--- src/sdrbms_defines.svh ---
// Constants for the SDRAM burst and mode sequencer: fields, codes, map.
`ifndef SDRBMS_DEFINES_SVH
`define SDRBMS_DEFINES_SVH

// ----------------------------------------------------------------------
// Mode word field positions
// ----------------------------------------------------------------------
`define SDRBMS_BL_LSB 0
`define SDRBMS_BL_MSB 2
`define SDRBMS_BT_BIT 3
`define SDRBMS_LAT_LSB 4
`define SDRBMS_LAT_MSB 6
`define SDRBMS_OPM_LSB 7
`define SDRBMS_OPM_MSB 8
`define SDRBMS_WBM_BIT 9

// ----------------------------------------------------------------------
// Field codes
// ----------------------------------------------------------------------
`define SDRBMS_BL_ONE 3'h0
`define SDRBMS_BL_TWO 3'h1
`define SDRBMS_BL_FOUR 3'h2
`define SDRBMS_BL_EIGHT 3'h3
`define SDRBMS_BL_PAGE 3'h7
`define SDRBMS_LAT_TWO 3'h2
`define SDRBMS_LAT_THREE 3'h3
`define SDRBMS_OPM_NORMAL 2'h0
`define SDRBMS_MODE_RESET 12'h020
`define SDRBMS_PAGE_LAST 10'h3ff

// ----------------------------------------------------------------------
// Register map (byte addresses, word index in address bits 3..2)
// ----------------------------------------------------------------------
`define SDRBMS_REG_CMD 4'h0
`define SDRBMS_REG_MODE 4'h4
`define SDRBMS_REG_STATUS 4'h8
`define SDRBMS_REG_COLUMN 4'hc
`define SDRBMS_CMD_NOP 3'h0
`define SDRBMS_CMD_READ 3'h1
`define SDRBMS_CMD_WRITE 3'h2
`define SDRBMS_CMD_TERM 3'h3
`define SDRBMS_CMD_LOADMODE 3'h4

`endif

--- src/sdrbms_pkg.sv ---
// Types shared by the burst and mode sequencer files.
package sdrbms_pkg;

    typedef struct packed {
        logic singleWrite;
        logic [1:0] opMode;
        logic [2:0] readLatency;
        logic interleaved;
        logic [2:0] burstLength;
    } sdrbms_mode_type;

    typedef struct packed {
        logic valid;
        logic isWrite;
        logic [9:0] column;
    } sdrbms_access_type;

endpackage : sdrbms_pkg

--- src/sdrbms_column_gen.sv ---
// Column address generator for one step of a burst.
`timescale 1ns/10ps
`include "sdrbms_defines.svh"

module sdrbms_column_gen (
    input wire logic [9:0] startColumn,
    input wire logic [9:0] stepCount,
    input wire logic [2:0] burstLength,
    input wire logic interleaved,
    output logic [9:0] column
);
    // Low-bit mask selecting the position inside the block; the rest of
    // the column picks the block and never changes during the burst.
    wire [9:0] blockMask =
        (burstLength == `SDRBMS_BL_TWO) ? 10'h001 :
        (burstLength == `SDRBMS_BL_FOUR) ? 10'h003 :
        (burstLength == `SDRBMS_BL_EIGHT) ? 10'h007 :
        (burstLength == `SDRBMS_BL_PAGE) ? 10'h3ff : 10'h000;
    wire [9:0] seqOffset = 10'(startColumn + stepCount);
    wire [9:0] intOffset = startColumn ^ stepCount;
    wire useInterleave = interleaved
        && (burstLength != `SDRBMS_BL_PAGE)
        && (burstLength != `SDRBMS_BL_ONE);
    wire [9:0] offset = useInterleave ? intOffset : seqOffset;

    assign column = (startColumn & ~blockMask) | (offset & blockMask);

endmodule : sdrbms_column_gen

--- src/sdrbms_sequencer.sv ---
// Burst sequencer with read latency, reached over Avalon-MM.
//
// The Avalon-MM interface to the registers and the register offsets were chosen for this implementation.
`timescale 1ns/10ps
`include "sdrbms_defines.svh"

// What this block does
// - Bursts of one, two, four, eight both orders; full page sequential only.
// - Full-page bursts run until a burst terminate or a new read or write command stops them.
// - Every access of a burst stays in a block of burst length, wrapping.
// - Block from column bits above the length; low bits give the start.
// - Full page spans 1024 columns, starts anywhere, wraps at page end.
// - Mode bit three picks sequential or interleaved order.
// - Sequential counts up modulo length; interleaved XORs start with count.
// - Length one reads exactly the given column; burst type ignored.
// - Read latency is two or three clocks.
// - Read with latency m drives after edge n+m-1, valid at n+m.
// - Normal operation needs both operating-mode bits zero.
// - Single-write bit makes writes one location, reads keep the length.
// - Command inhibit blocks new commands but lets running ones finish.
// - Mode word: length 2..0, type 3, latency 6..4, op 8..7, write 9.
module sdrbms_sequencer (
    input wire logic clk_sys,
    input wire logic resetn,
    input wire logic [3:0] avs_address,
    input wire logic avs_read,
    input wire logic avs_write,
    input wire logic [31:0] avs_writedata,
    input wire logic [3:0] avs_byteenable,
    output logic [31:0] avs_readdata,
    output logic avs_waitrequest,
    input wire logic cmdInhibit,
    output logic [9:0] accessColumn,
    output logic accessValid,
    output logic accessWrite,
    output logic dataDriveEn,
    output logic dataValid,
    output logic [9:0] dataColumn
);

    // ------------------------------------------------------------------
    // Decoding
    // ------------------------------------------------------------------
    function automatic logic [3:0] burstSize(input logic [2:0] code);
        case (code)
            `SDRBMS_BL_ONE: burstSize = 4'h1;
            `SDRBMS_BL_TWO: burstSize = 4'h2;
            `SDRBMS_BL_FOUR: burstSize = 4'h4;
            `SDRBMS_BL_EIGHT: burstSize = 4'h8;
            default: burstSize = 4'h0;
        endcase
    endfunction : burstSize

    function automatic logic lengthLegal(input logic [2:0] code);
        lengthLegal = (code == `SDRBMS_BL_PAGE) || (burstSize(code) != 4'h0);
    endfunction : lengthLegal

    typedef enum logic [1:0] {ST_IDLE, ST_READ, ST_WRITE} sdrbms_state_type;

    sdrbms_pkg::sdrbms_mode_type mode_q, mode_d;
    sdrbms_state_type state_q, state_d;
    logic [9:0] start_q, start_d;
    logic [9:0] step_q, step_d;
    logic [2:0] runLength_q, runLength_d;
    logic runInterleave_q, runInterleave_d;
    logic [2:0] lastCmd_q, lastCmd_d;
    logic [1:0] reserved_q, reserved_d;
    logic [31:0] readdata_q, readdata_d;
    logic ack_q;
    logic waitreq_q;
    logic [9:0] genColumn;
    sdrbms_pkg::sdrbms_access_type access_q, access_d;
    sdrbms_pkg::sdrbms_access_type pipe1_q;
    logic drive_q, valid_q;
    logic [9:0] dataCol_q;

    // ------------------------------------------------------------------
    // Bus decode
    // ------------------------------------------------------------------
    // One wait cycle on every access keeps read data registered.
    wire busReq = (avs_read || avs_write) && !ack_q;
    // A write lands on the edge that ends its transfer, one edge after its wait
    // state ends, so a master that samples waitrequest low sees it take effect.
    wire wrTake = avs_write && ack_q;
    wire hitCmd = avs_address == `SDRBMS_REG_CMD;
    wire hitMode = avs_address == `SDRBMS_REG_MODE;
    wire hitStatus = avs_address == `SDRBMS_REG_STATUS;
    wire hitColumn = avs_address == `SDRBMS_REG_COLUMN;
    wire [2:0] cmdCode = avs_writedata[18:16];
    wire [9:0] cmdColumn = avs_writedata[9:0];
    // Command inhibit drops new commands; a running burst is untouched.
    wire cmdTake = wrTake && hitCmd && avs_byteenable[2] && !cmdInhibit;
    wire startRead = cmdTake && (cmdCode == `SDRBMS_CMD_READ);
    wire startWrite = cmdTake && (cmdCode == `SDRBMS_CMD_WRITE);
    wire terminate = cmdTake && (cmdCode == `SDRBMS_CMD_TERM);
    wire idle = state_q == ST_IDLE;
    wire loadMode = cmdTake && (cmdCode == `SDRBMS_CMD_LOADMODE) && idle;
    wire [11:0] modeWord = {2'h0, cmdColumn};

    wire [2:0] newLength = mode_q.burstLength;
    // Single-write mode forces writes to one location.
    wire [2:0] writeLength = mode_q.singleWrite ? `SDRBMS_BL_ONE
                                                : newLength;
    wire startLegal = lengthLegal(newLength);
    wire [3:0] runSize = burstSize(runLength_q);
    wire lastStep = (runLength_q == `SDRBMS_BL_PAGE)
        ? 1'b0
        : (step_q == {6'h0, runSize} - 10'h001);
    wire latThree = mode_q.readLatency == `SDRBMS_LAT_THREE;
    wire latLegal = latThree || (mode_q.readLatency == `SDRBMS_LAT_TWO);
    wire normalMode = mode_q.opMode == `SDRBMS_OPM_NORMAL;

    sdrbms_column_gen columnGen (
        .startColumn(start_q),
        .stepCount(step_q),
        .burstLength(runLength_q),
        .interleaved(runInterleave_q),
        .column(genColumn)
    );

    // ------------------------------------------------------------------
    // Burst state machine
    // ------------------------------------------------------------------
    always_comb begin
        state_d = state_q;
        start_d = start_q;
        step_d = step_q;
        runLength_d = runLength_q;
        runInterleave_d = runInterleave_q;
        access_d = '0;
        if (state_q != ST_IDLE) begin
            access_d.valid = 1'b1;
            access_d.isWrite = state_q == ST_WRITE;
            access_d.column = genColumn;
            step_d = 10'(step_q + 10'h001);
            if (lastStep) begin
                state_d = ST_IDLE;
            end
        end
        if (terminate) begin
            state_d = ST_IDLE;
            access_d = '0;
        end
        // A new command cuts the running burst short; a refused one
        // leaves whatever runs untouched.
        if (((startRead && latLegal) || startWrite) && startLegal
            && normalMode) begin
            state_d = startRead ? ST_READ : ST_WRITE;
            start_d = cmdColumn;
            step_d = 10'h000;
            runLength_d = startRead ? newLength : writeLength;
            runInterleave_d = mode_q.interleaved;
        end
    end

    // ------------------------------------------------------------------
    // Mode register and bus answers
    // ------------------------------------------------------------------
    always_comb begin
        mode_d = mode_q;
        lastCmd_d = lastCmd_q;
        reserved_d = reserved_q;
        if (loadMode) begin
            mode_d = sdrbms_pkg::sdrbms_mode_type'(modeWord[9:0]);
            reserved_d = modeWord[11:10];
        end
        if (cmdTake) begin
            lastCmd_d = cmdCode;
        end
    end

    wire [31:0] statusWord = {21'h0, !lengthLegal(mode_q.burstLength),
        !latLegal,
        !normalMode, cmdInhibit, lastCmd_q, 1'b0,
        state_q == ST_WRITE, state_q == ST_READ, !idle};
    assign readdata_d =
        hitMode ? {20'h0, reserved_q, mode_q} :
        hitStatus ? statusWord :
        hitColumn ? {22'h0, access_q.column} : 32'h0;

    // ------------------------------------------------------------------
    // Read latency pipeline
    // ------------------------------------------------------------------
    // A beat is known one cycle before its own flop shows it. Latency two
    // hands it straight to the output flops, so the data stands from the
    // edge after the command edge and is sampled valid one edge later.
    // Latency three puts one more stage in between.
    wire sdrbms_pkg::sdrbms_access_type readAccess =
        (access_d.valid && !access_d.isWrite) ? access_d : '0;
    wire sdrbms_pkg::sdrbms_access_type outStage =
        latThree ? pipe1_q : readAccess;

    // ------------------------------------------------------------------
    // Burst and mode registers
    // ------------------------------------------------------------------
    always_ff @(posedge clk_sys) begin
        if (!resetn) begin
            state_q <= ST_IDLE;
        end else begin
            state_q <= state_d;
        end
    end

    // The mode only changes while idle, so a running burst never sees
    // its length or order move under it.
    always_ff @(posedge clk_sys) begin
        if (!resetn) begin
            mode_q <= sdrbms_pkg::sdrbms_mode_type'(10'(`SDRBMS_MODE_RESET));
        end else begin
            mode_q <= mode_d;
        end
    end

    always_ff @(posedge clk_sys) begin
        if (!resetn) begin
            reserved_q <= 2'h0;
        end else begin
            reserved_q <= reserved_d;
        end
    end

    always_ff @(posedge clk_sys) begin
        if (!resetn) begin
            start_q <= 10'h000;
        end else begin
            start_q <= start_d;
        end
    end

    // Ten bits so a full page can count every column before it wraps.
    always_ff @(posedge clk_sys) begin
        if (!resetn) begin
            step_q <= 10'h000;
        end else begin
            step_q <= step_d;
        end
    end

    always_ff @(posedge clk_sys) begin
        if (!resetn) begin
            runLength_q <= `SDRBMS_BL_ONE;
        end else begin
            runLength_q <= runLength_d;
        end
    end

    always_ff @(posedge clk_sys) begin
        if (!resetn) begin
            runInterleave_q <= 1'b0;
        end else begin
            runInterleave_q <= runInterleave_d;
        end
    end

    always_ff @(posedge clk_sys) begin
        if (!resetn) begin
            lastCmd_q <= `SDRBMS_CMD_NOP;
        end else begin
            lastCmd_q <= lastCmd_d;
        end
    end

    // ------------------------------------------------------------------
    // Beat and read data registers
    // ------------------------------------------------------------------
    always_ff @(posedge clk_sys) begin
        if (!resetn) begin
            access_q <= '0;
        end else begin
            access_q <= access_d;
        end
    end

    always_ff @(posedge clk_sys) begin
        if (!resetn) begin
            pipe1_q <= '0;
        end else begin
            pipe1_q <= readAccess;
        end
    end

    // Drive and valid share one stage; the data word is modelled, not
    // timed, so there is no access time to wait for between them.
    always_ff @(posedge clk_sys) begin
        if (!resetn) begin
            drive_q <= 1'b0;
        end else begin
            drive_q <= outStage.valid;
        end
    end

    always_ff @(posedge clk_sys) begin
        if (!resetn) begin
            valid_q <= 1'b0;
        end else begin
            valid_q <= outStage.valid;
        end
    end

    always_ff @(posedge clk_sys) begin
        if (!resetn) begin
            dataCol_q <= 10'h000;
        end else begin
            dataCol_q <= outStage.column;
        end
    end

    // ------------------------------------------------------------------
    // Bus answer registers
    // ------------------------------------------------------------------
    always_ff @(posedge clk_sys) begin
        if (!resetn) begin
            ack_q <= 1'b0;
        end else begin
            ack_q <= busReq;
        end
    end

    // Its own flop, so the port never shows a gate's glitches.
    always_ff @(posedge clk_sys) begin
        if (!resetn) begin
            waitreq_q <= 1'b1;
        end else begin
            waitreq_q <= !busReq;
        end
    end

    always_ff @(posedge clk_sys) begin
        if (!resetn) begin
            readdata_q <= 32'h0;
        end else if (busReq && avs_read) begin
            readdata_q <= readdata_d;
        end
    end

    assign avs_waitrequest = waitreq_q;
    assign avs_readdata = readdata_q;
    assign accessColumn = access_q.column;
    assign accessValid = access_q.valid;
    assign accessWrite = access_q.isWrite;
    assign dataDriveEn = drive_q;
    assign dataValid = valid_q;
    assign dataColumn = dataCol_q;

endmodule : sdrbms_sequencer

--- config.mk ---
export PLATFORM = sky130hd
export DESIGN_NAME = sdrbms_sequencer
export DESIGN_NICKNAME = d
export VERILOG_FILES = /design/src/sdrbms_pkg.sv /design/src/sdrbms_column_gen.sv /design/src/sdrbms_sequencer.sv
export VERILOG_INCLUDE_DIRS = /design/src /design/src/src
export SDC_FILE = /design/constraint.sdc
export NUM_CORES = 1
export LEC_CHECK = 0
export ABC_AREA = 1
export CAP_MARGIN = 20
export CORE_MARGIN = 5
export CORE_UTILIZATION = 28
export CTS_CLUSTER_SIZE = 16
export DETAILED_ROUTE_END_ITERATION = 16
export DONT_BUFFER_PORTS = 1
export GPL_ROUTABILITY_DRIVEN = 0
export SLEW_MARGIN = 20
export SYNTH_ARGS = -nofsm -noshare
export SYNTH_HDL_FRONTEND = slang
export SYNTH_SLANG_ARGS = --single-unit
--- constraint.sdc ---
create_clock -name clk_sys -period 4.2 [get_ports clk_sys]
set_input_delay 0 -clock clk_sys [delete_from_list [all_inputs] [get_ports clk_sys]]
set_output_delay 0 -clock clk_sys [all_outputs]
set_load 0.005 [all_outputs]
; ---- Yosys cells after proc, flatten, opt, wreduce, memory -nomap -nowiden
; Index checks and enable logic that the tools add are counted.
[op_classes]
magnitude_cmp = 0
shifts = 0
div_mod_pow = 0
addsub = 3
mul = 0
eq_ne = 21
n_reduce_logical = 41
bitwise_logic = 6
n_mux = 22
[op_table]
columns = op, count
row1 = $mux W10, 6
row2 = $mux W12, 4
row3 = $pmux W4 S4, 2
row4 = $eq A3 B2 Y1 const B, 8
row5 = $mux W11, 2
row6 = $and A10 B10 Y10, 2
row7 = $logic_and A1 B1 Y1, 17
row8 = $add A10 B1 Y10 const B, 1
row9 = $add A10 B10 Y10, 1
row10 = $eq A10 B10 Y1, 1
row11 = $mux W2, 5
row12 = $not A10 Y10, 1
row13 = $or A10 B10 Y10, 1
row14 = $xor A10 B10 Y10, 1
row15 = $eq A3 B1 Y1 const B, 3
row16 = $eq A3 B3 Y1 const B, 3
row17 = $reduce_bool A3 Y1, 3
row18 = $eq A4 B4 Y1 const B, 2
row19 = $logic_not A1 Y1, 8
row20 = $logic_not A3 Y1, 2
row21 = $mux W3, 2
row22 = $sub A4 B1 Y5 const B, 1
row23 = $eq A4 B3 Y1 const B, 1
row24 = $logic_not A2 Y1, 2
row25 = other kinds (11), 14
[word_totals]
word_cells = 115
rom_bits = 0
in_bits = 45
ramBits = 0
output_inout_bits = 57
mem_count = 0
latchBits = 0
register_bits = 108

; ---- Longest topological paths before layout
; Gate-level depths: netlist of the first run.
[depth]
word_depth = 14
depth_mapped = 12
ltp_nobuf = 12

; ---- By module
; A second synthesis of the first run with hierarchy kept.
[hier_totals]
cells_unflattened = 581
hier_area_um2 = 4190.3
[modules_own_cells]
columns = mod, seq_area_each_um2, cells_per_inst, area_per_inst_um2, n_inst
row1 = sdrbms_sequencer, 1721.7, 466, 3560.9, 1
row2 = sdrbms_column_gen, 0.0, 115, 629.4, 1

; ---- Worst setup path before layout of the first run
; Ideal clock, no wire load.
[synth_timing]
kind = reg-to-reg
startpoint = register step_q[0]
endpoint = register dataCol_q[6] (netlist: dataColumn[6])
slack_ps = 2259
t_required_ps = 4078
t_arrival_ps = 1819
path_stages_with_launch = 13
setup_ps = 122
period_less_slack_ps = 1941
path_buffers = 0
path_cell_list = dfxtp_1 > ha_1 > inv_1 > fa_1 > inv_1 > a21oi_1 > o21ai_0 > inv_1 > o21bai_1 > xor2_1 > nand2_1 > nand2_1 > o21ai_0
[synth_between]
elab_chain_cells = 8
[synth_lines]
columns = element, line
row1 = "start, declared", sdrbms_sequencer.sv:63  ; logic [9:0] step_q, step_d;
row2 = "start signal, assigned", sdrbms_sequencer.sv:235  ; step_q <= step_d;
row3 = $add A10 B10 Y10, sdrbms_column_gen.sv:19  ; wire [9:0] seqOffset = 10'(startColumn + stepCount);
row4 = $mux W10, sdrbms_column_gen.sv:24  ; wire [9:0] offset = useInterleave ? intOffset : seqOffset;
row5 = $and A10 B10 Y10, sdrbms_column_gen.sv:26  ; assign column = (startColumn & ~blockMask) | (offset & blockMask);
row6 = $or A10 B10 Y10, sdrbms_column_gen.sv:26
row7 = $mux W12, sdrbms_sequencer.sv:131  ; if (state_q != ST_IDLE) begin
row8 = $mux W12, sdrbms_sequencer.sv:140  ; if (terminate) begin
row9 = $mux W12, sdrbms_sequencer.sv:189  ; (access_d.valid && !access_d.isWrite) ? access_d : '0;
row10 = $mux W12, sdrbms_sequencer.sv:191  ; latThree ? pipe1_q : readAccess;
row11 = "end signal, assigned", sdrbms_sequencer.sv:304  ; dataCol_q <= outStage.column;
row12 = "end, declared", sdrbms_sequencer.sv:75  ; logic [9:0] dataCol_q;
; Every way passes these cells.
; A chain may end at the register's enable or synchronous reset.

; ---- Worst setup path after layout of the first run
[layout_timing]
startpoint = register state_q[0]
endpoint = register mode_q[5] (netlist bit)
[layout_between]
elab_chain_cells = 2
[layout_lines]
columns = element, line
row1 = "start, declared", sdrbms_sequencer.sv:61  ; sdrbms_state_type state_q, state_d;
row2 = "start signal, assigned", sdrbms_sequencer.sv:200  ; state_q <= state_d;
row3 = $logic_not A2 Y1, sdrbms_sequencer.sv:96  ; wire idle = state_q == ST_IDLE;
row4 = $logic_and A1 B1 Y1, sdrbms_sequencer.sv:97  ; wire loadMode = cmdTake && (cmdCode == `SDRBMS_CMD_LOADMODE) && idle;
row5 = "end signal, assigned", sdrbms_sequencer.sv:208  ; mode_q <= sdrbms_pkg::sdrbms_mode_type'(10'(`SDRBMS_MODE_RESET));
row6 = "end signal, assigned", sdrbms_sequencer.sv:210  ; mode_q <= mode_d;
row7 = "end, declared", sdrbms_sequencer.sv:60  ; sdrbms_pkg::sdrbms_mode_type mode_q, mode_d;
; Every way passes these cells.

==> reports/metrics.yaml, run 1 <==
worstPathMaxFanout: 19
fillCellCount: 1549
synth_edf_count: 0
per_cell_via_count_in_the_routed_design: 4.54
power_switching_uw: 390
crit_path_start: "state_q[0]"
min_period_over_period: 0.593
internal_power_mw: 1.32
yosys.area_share.simple: 0.248
first_global_vias: 3184
relSlewSlack: 0.492
row_count: 44
yosysWarningCount: 0
drcViolationCount: 0
netlist_area_um2: 4040
timing.final.hold_violations: 0
synth_top_area_cell: "sky130_fd_sc_hd__dfxtp_1"
power.clock.fraction: 0.476
final-instance-count-excl-fill: 753
placedCellCount: 714
design.die.area_um2: 16900
worst-r2r-setup-slack_ns: 1.71
cts_max_level: 3
fp.coreArea_um2: 14400
syn-mean-instance-area_um2: 7.46
share_comb_of_total_power: 0.036
clock_sink_count: 86
critical_path_arrival_ns: 2.72
peakVddDrop_mv: 0.199
drt.antenna.violating_nets: 0
finalWirelength_um: 10700
skew_ns: 0.0121
timing.hold.worst.start: "avs_write"
antenna_violations_before_repair: 2
initial_utilization: 0.281
synthXorXnorAreaFrac: 0.0217
detailroute.via_count: 3415
timing.setup.tns_ns: 0
rsz0062_at_grt: "no"
synth_compound_area_frac: 0.144
final_layout_size_suffix_gt1_frac: 0.0654
cts-root-to-sink-buffers: 2
critical_path.startpoint_type: "flop"
die_w_um: 130
final_net_count: 618
netSwitchingFraction: 0.229
share_of_flip_flops_with_an_asynchronous_set_or_reset_after_synthesis: 0
grtUsageTotal: 0.127
floorplan.io_pins: 102
synth_common_cells: "sky130_fd_sc_hd__nand2_1, sky130_fd_sc_hd__dfxtp_1, sky130_fd_sc_hd__inv_1, sky130_fd_sc_hd__nor2_1, sky130_fd_sc_hd__o21ai_0"
timing.fmax_mhz: 401
synth.most_common_cell: "sky130_fd_sc_hd__nand2_1"
post_cts_resize_count: 0
dp_hpwl_um: 8080
dp_slack_ns: 1.92
grt_first_pass_wirelength_um: 16700
p_seq_frac: 0.488
cellLeakagePower_nw: 1.84
syn_to_final_growth_pct: 15.1
endpoint_kind: "flop"
seq_area_frac_synth: 0.426
post_synth_mux_area_share: 0
post_synth_fa_ha_maj_area_fraction: 0.0390
top_cell_type_s_share_of_synthesized_area: 0.426
worst_skew_pair.late_latency_ns: 0.34
fin_crit_ns: 2.49
run_status: "complete, no violations"
critical_path_rt_ns: 4.42
worst_slew_pin_slew_ns: 0.761
hold_path.class: "primary input to flop"
power.density_cell_area_nw_per_um2: 366
depth_of_the_worst_register_to_register_path: 7
io_buffers: 0
max-cap-violations: 0
hold_end: "lastCmd_q[1]"
yosys-top-cells-area: "sky130_fd_sc_hd__dfxtp_1, sky130_fd_sc_hd__nand2_1, sky130_fd_sc_hd__inv_1, sky130_fd_sc_hd__o21ai_0, sky130_fd_sc_hd__nor2_1"
synth_top_family_by_area: "simple AND/OR/NAND/NOR gates"
path_clk_slew_ns: 0.07
post_synthesis_cells: 542
grt_max_degree: 32
cts_tree: "done"
detail_route.wl_per_cell_um: 14.2
ys_seq_elements: 86
cts-buffers-inserted: 9
fin_ws_ns: 1.71
slew_violations: 0
synth_cell_types: 43
setup_viol: 0
drt-pass1-iter-count: 4
die_h_um: 130
clock_tree.root_cell: "sky130_fd_sc_hd__clkbuf_16"
r2r_start: "state_q[0]"
worstReg2RegEnd: "mode_q[5]"
min_delay_path_depth: 3
timing_worst_setup_path_type: "flop to flop"
count_of_routing_violations_after_the_opening_detailed_route_iteration: 171
global_route.overflow_total: 0
primary_flip_flop_cell_chosen_by_synthesis_mapping: "sky130_fd_sc_hd__dfxtp_1"
[cells by family after synthesis]
logic type               count (synthesis)
buffers and inverters                  104
other                                    1
adder cells (fa/ha/maj)                 12
XOR/XNOR                                10
AND/OR/NAND/NOR                        228
flip-flops                              86
AO/OA/AOI/OAI                          101
[sequential cells by signal (all words and copies together), names as in the netlist, 2 cells and up]
signal and flops:
state_q 2, newLength 3, lastCmd_q 3, mode_q 7, pipe1_q 11, accessColumn 10
dataColumn 10, step_q 10, start_q 10, avs_readdata 11, runLength_q 3
[placed cells by master (no fill, tap or decap), drive strengths merged, types with 2 or more instances in the layout]
cell,n
a21oi,31
a31oi,2
a41oi,8
buf,2
clkbuf,9
clkinv,5
conb,21
dfxtp,86
diode,3
dlygate4sd3,19
ha,11
inv,71
nand2,110
nand3,31
nand4,12
nor2,59
nor3,6
nor3b,2
nor4,3
o211ai,2
o21ai,51
o21bai,2
or2,3
xnor2,2
xor2,8
[worst max path at each step]
stage	to	slack [ns]	cells after the start
6_report	mode_q[5]	1.71	7
5_1_grt	mode_q[5]	1.48	7
4_1_cts	mode_q[5]	1.70	7
3_5_place_dp	dataColumn[6]	1.92	12
3_3_place_gp	dataColumn[6]	1.91	12
2_1_floorplan	dataColumn[6]	2.26	12
[critical path, cell delays in order (launching register included)]
cell                            delay [ns]
sky130_fd_sc_hd__dfxtp_1              0.34
sky130_fd_sc_hd__nor2_1               0.21
sky130_fd_sc_hd__inv_1                0.22
sky130_fd_sc_hd__nor3_1               0.24
sky130_fd_sc_hd__nand3_1              0.51
sky130_fd_sc_hd__nand2_1              0.19
sky130_fd_sc_hd__nand3_1              0.08
sky130_fd_sc_hd__dlygate4sd3_1        0.57
[stage by stage]
step	hold WS (ns)	util	area (um2)	power, mW
detailed placement	0.107	0.288	4140	0.890
CTS	0.0111	0.323	4630	1.71
finish	0.00663	0.324	4650	1.70
floorplan	0.103	-	4120	0.897
global route	0.0555	0.323	4650	1.76
global placement	0.0998	0.288	4140	0.890
[power groups by stage]
| stage | Clock, mW | Combinational [mW] | Sequential [mW] |
|---|---|---|---|
| floorplan | 0 | 0.0494 | 0.848 |
| global placement | 0 | 0.0392 | 0.851 |
| detailed placement | 0 | 0.0391 | 0.851 |
| CTS | 0.823 | 0.0597 | 0.832 |
| global route | 0.864 | 0.0683 | 0.833 |
| finish | 0.812 | 0.0611 | 0.832 |
[per-layer routing]
layer	share of wire	wire, um	track usage	vias to the layer above
met3	0.081	869	0.0430	7
met4	0.012	128	0.0330	0
met1	0.45	4870	0.163	1545
met2	0.45	4850	0.205	83
met5	0	0	0	-
li1	-	-	-	1780
[layout make-up]
cell class                 instances  area (um2)  share of cell area
clock buffer                       9         225              0.0484
sequential                        86        1720               0.370
inverter                          71         267              0.0573
clock inverter                     7        81.3              0.0175
tap                              184         230              0.0495
antenna                            3        7.51             0.00161
multi-input combinational        372        1910               0.411
timing repair buffer              21         209              0.0449
[repair_timing]
action / in CTS / in global routing
setup buffers: 0 / 0
hold buffers: 19 / 0
setup endpoints to repair: 0 / 0
endpoints found under the hold margin: 55 / 0
No activity file was read; power rests on OpenSTA's default activity.
==> run 2, diff against run 1 <==
ABC_AREA = 0   (was 1)
clock period = 2.44 ns   (was 4.2 ns; I/O delays follow)
==> run 2 against run 1 <==
Sequential cell count did not move. Setup slack worse by 1.6 ns. Via count is 2.6% higher. Utilization up 0.94 points. Cell count fell by 6.4%. Critical endpoint unchanged. Critical path type unchanged. Die area rose by 1.8%. Power increased by 77%. Sequential power increased by 71%.
==> reports/metrics.yaml, run 2 <==
final-instance-count-excl-fill: 705
clock_sink_count: 86
synth.most_common_cell: "sky130_fd_sc_hd__dfxtp_1"
power.density_cell_area_nw_per_um2: 625
critical_path_arrival_ns: 2.54
timing.setup.tns_ns: 0
floorplan.io_pins: 102
timing.hold.ws_ns: 0.0332
crit_path_start: "state_q[0]"
worst_slew_pin_slew_ns: 0.719
mostFrequentLayoutCell: "sky130_fd_sc_hd__dfxtp_1"
cts_tree: "done"
cp_cell_sequence: "nor2_1 -> nand3b_1 -> or3_2 -> nand2_1 -> nand3_1 -> dlygate4sd3_1"
initial_utilization: 0.285
top_cell_type_s_share_of_synthesized_area: 0.418
detail_route.wl_per_cell_um: 16.7
peakVddDrop_mv: 0.320
grtUsageTotal: 0.132
timing.hold.worst.start: "resetn"
synth_top_area_cell: "sky130_fd_sc_hd__dfxtp_1"
cp_top_family: "simple AND/OR/NAND/NOR gates"
antenna_violations_before_repair: 1
ys_seq_elements: 86
final_cell_mix: "sky130_fd_sc_hd__dfxtp_1, sky130_fd_sc_hd__nand2_1, sky130_fd_sc_hd__nor2_1"
timing.fmax_mhz: 432
placedCellCount: 666
final_net_count: 573
fp.coreArea_um2: 14500
primary_flip_flop_cell_chosen_by_synthesis_mapping: "sky130_fd_sc_hd__dfxtp_1"
die_h_um: 131
setup_viol: 0
finalWirelength_um: 11700
count_of_buffering_cells_on_the_critical_path_with_inverters_included: 1
io_buffers: 0
cellLeakagePower_nw: 1.78
grt_max_degree: 37
slowest_library_cell_on_the_worst_path: "sky130_fd_sc_hd__dlygate4sd3_1"
critical_path_rt_ns: 2.67
top_usage_layer_grt: "met2"
per_cell_via_count_in_the_routed_design: 4.97
post_synthesis_cells: 487
drcViolationCount: 0
max_stage_delay_ns: 0.60
syn_to_final_growth_pct: 17.0
share_of_flip_flops_with_an_asynchronous_set_or_reset_after_synthesis: 0
endpoint_kind: "flop"
netlist_area_um2: 4120
groute.layer.met3.usage: 0.0485
cts-buffers-inserted: 9
design.die.area_um2: 17300
hold_path.class: "primary input to flop"
relSlewSlack: 0.518
worstPathMaxFanout: 10
detailroute.via_count: 3504
global_route.overflow_total: 0
path_clk_slew_ns: 0.06
fin_crit_ns: 2.32
min_period_over_period: 0.949
slew_violations: 0
skew_ns: 0.00812
final_layout_size_suffix_gt1_frac: 0.0960
die_w_um: 131
synth_cell_types: 67
rsz0062_at_grt: "no"
yosysWarningCount: 0
seq_area_frac_synth: 0.418
post-route-cell-area_um2: 4820
row_count: 44
count_of_routing_violations_after_the_opening_detailed_route_iteration: 310
drt-pass1-iter-count: 5
first_global_vias: 3316
timing.final.hold_violations: 0
place_area_um2: 4250
yosys-top-cells-area: "sky130_fd_sc_hd__dfxtp_1, sky130_fd_sc_hd__nand2_1, sky130_fd_sc_hd__nor2_1, sky130_fd_sc_hd__a21oi_1, sky130_fd_sc_hd__buf_4"
cts_post_setup_buffers_inserted: 0
synth_edf_count: 0
grt_first_pass_wirelength_um: 18400
drt.antenna.violating_nets: 0
clock_tree.root_cell: "sky130_fd_sc_hd__clkbuf_16"
synth_common_cells: "sky130_fd_sc_hd__dfxtp_1, sky130_fd_sc_hd__nand2_1, sky130_fd_sc_hd__nor2_1, sky130_fd_sc_hd__a21oi_1, sky130_fd_sc_hd__buf_4"
total_power_mw: 3.01
syn-mean-instance-area_um2: 8.47
r2r_start: "state_q[0]"
worst_skew_pair.late_latency_ns: 0.34
max-cap-violations: 0
critical_path.startpoint_type: "flop"
run_status: "complete, no violations"
timing_worst_setup_path_type: "flop to flop"
met2_usage: 0.207
cts-root-to-sink-buffers: 2
antenna_cells_inserted: 0
global_route.usage.met1: 0.175
cts_max_level: 3
dp_hpwl_um: 8570
## run 2: changes by cell type after synthesis, sizes merged, moves of 7 or more
cell,previous run,this run
a41oi,8,0
and2,0,7
inv,69,13
mux2i,0,8
nand2,110,79
nand3,31,16
nand4,12,5
nor3,6,13
o21ai,51,21
## run 2: logic make-up after synthesis
logic type	synth area share
AND/OR/NAND/NOR	0.249
AO/OA/AOI/OAI	0.161
flip-flops	0.418
buffers and inverters	0.0816
XOR/XNOR	0.0276
adder cells (fa/ha/maj)	0.0382
multiplexers	0.0249
other	0.000910
## run 2: per-stage QoR
step	worst slack (ns)	utilization
floorplan	0.190	-
global placement	0.159	0.294
detailed placement	0.122	0.294
CTS	0.109	0.332
global route	0.0108	0.333
finish	0.124	0.333
## run 2: final cells by class
cell class              instances  area [um2]
clock buffers                  10         229
clock inverters                 6        95.1
fillers                      1514        9650
inverters                      13        48.8
multi-input cells             368        2160
flip-flops and latches         86        1720
well taps                     184         230
repair buffers                 38         343
## run 2: worst paths after layout
check	to	slack (ns)	cells after the start
setup / recovery	mode_q[5]	0.12	6
hold / removal	dataColumn[6]	0.03	4
setup reg to reg	mode_q[5]	0.12	6
hold reg to reg	dataColumn[6]	0.43	2
## run 2: worst min-delay path: cells and delay by family
kind / cells / cell delay, ns
compound gates: 1 / 0.06
buf+inv: 1 / 0.03
simple gates: 2 / 0.23
## run 2: what timing repair did
item                                    4_1_cts  5_1_grt
endpoints found under the setup margin        0        5
resized for setup                             0        4
hold buffers                                 23        0
endpoints found under the hold margin        47        0
## run 2: where the power goes
group / internal, mW / total, mW / leakage [nW] / switching [mW]
Clock: 0.906 / 1.49 / 0.157 / 0.581
Combinational: 0.0426 / 0.107 / 0.932 / 0.0643
Sequential: 1.41 / 1.42 / 0.695 / 0.00757
Total: 2.36 / 3.01 / 1.78 / 0.653
## run 2: per-layer routing
layer | wire [um] | share of wire
met4 | 90 | 0.0077
met1 | 5320 | 0.45
met5 | 13 | 0.0011
met2 | 5400 | 0.46
met3 | 916 | 0.078
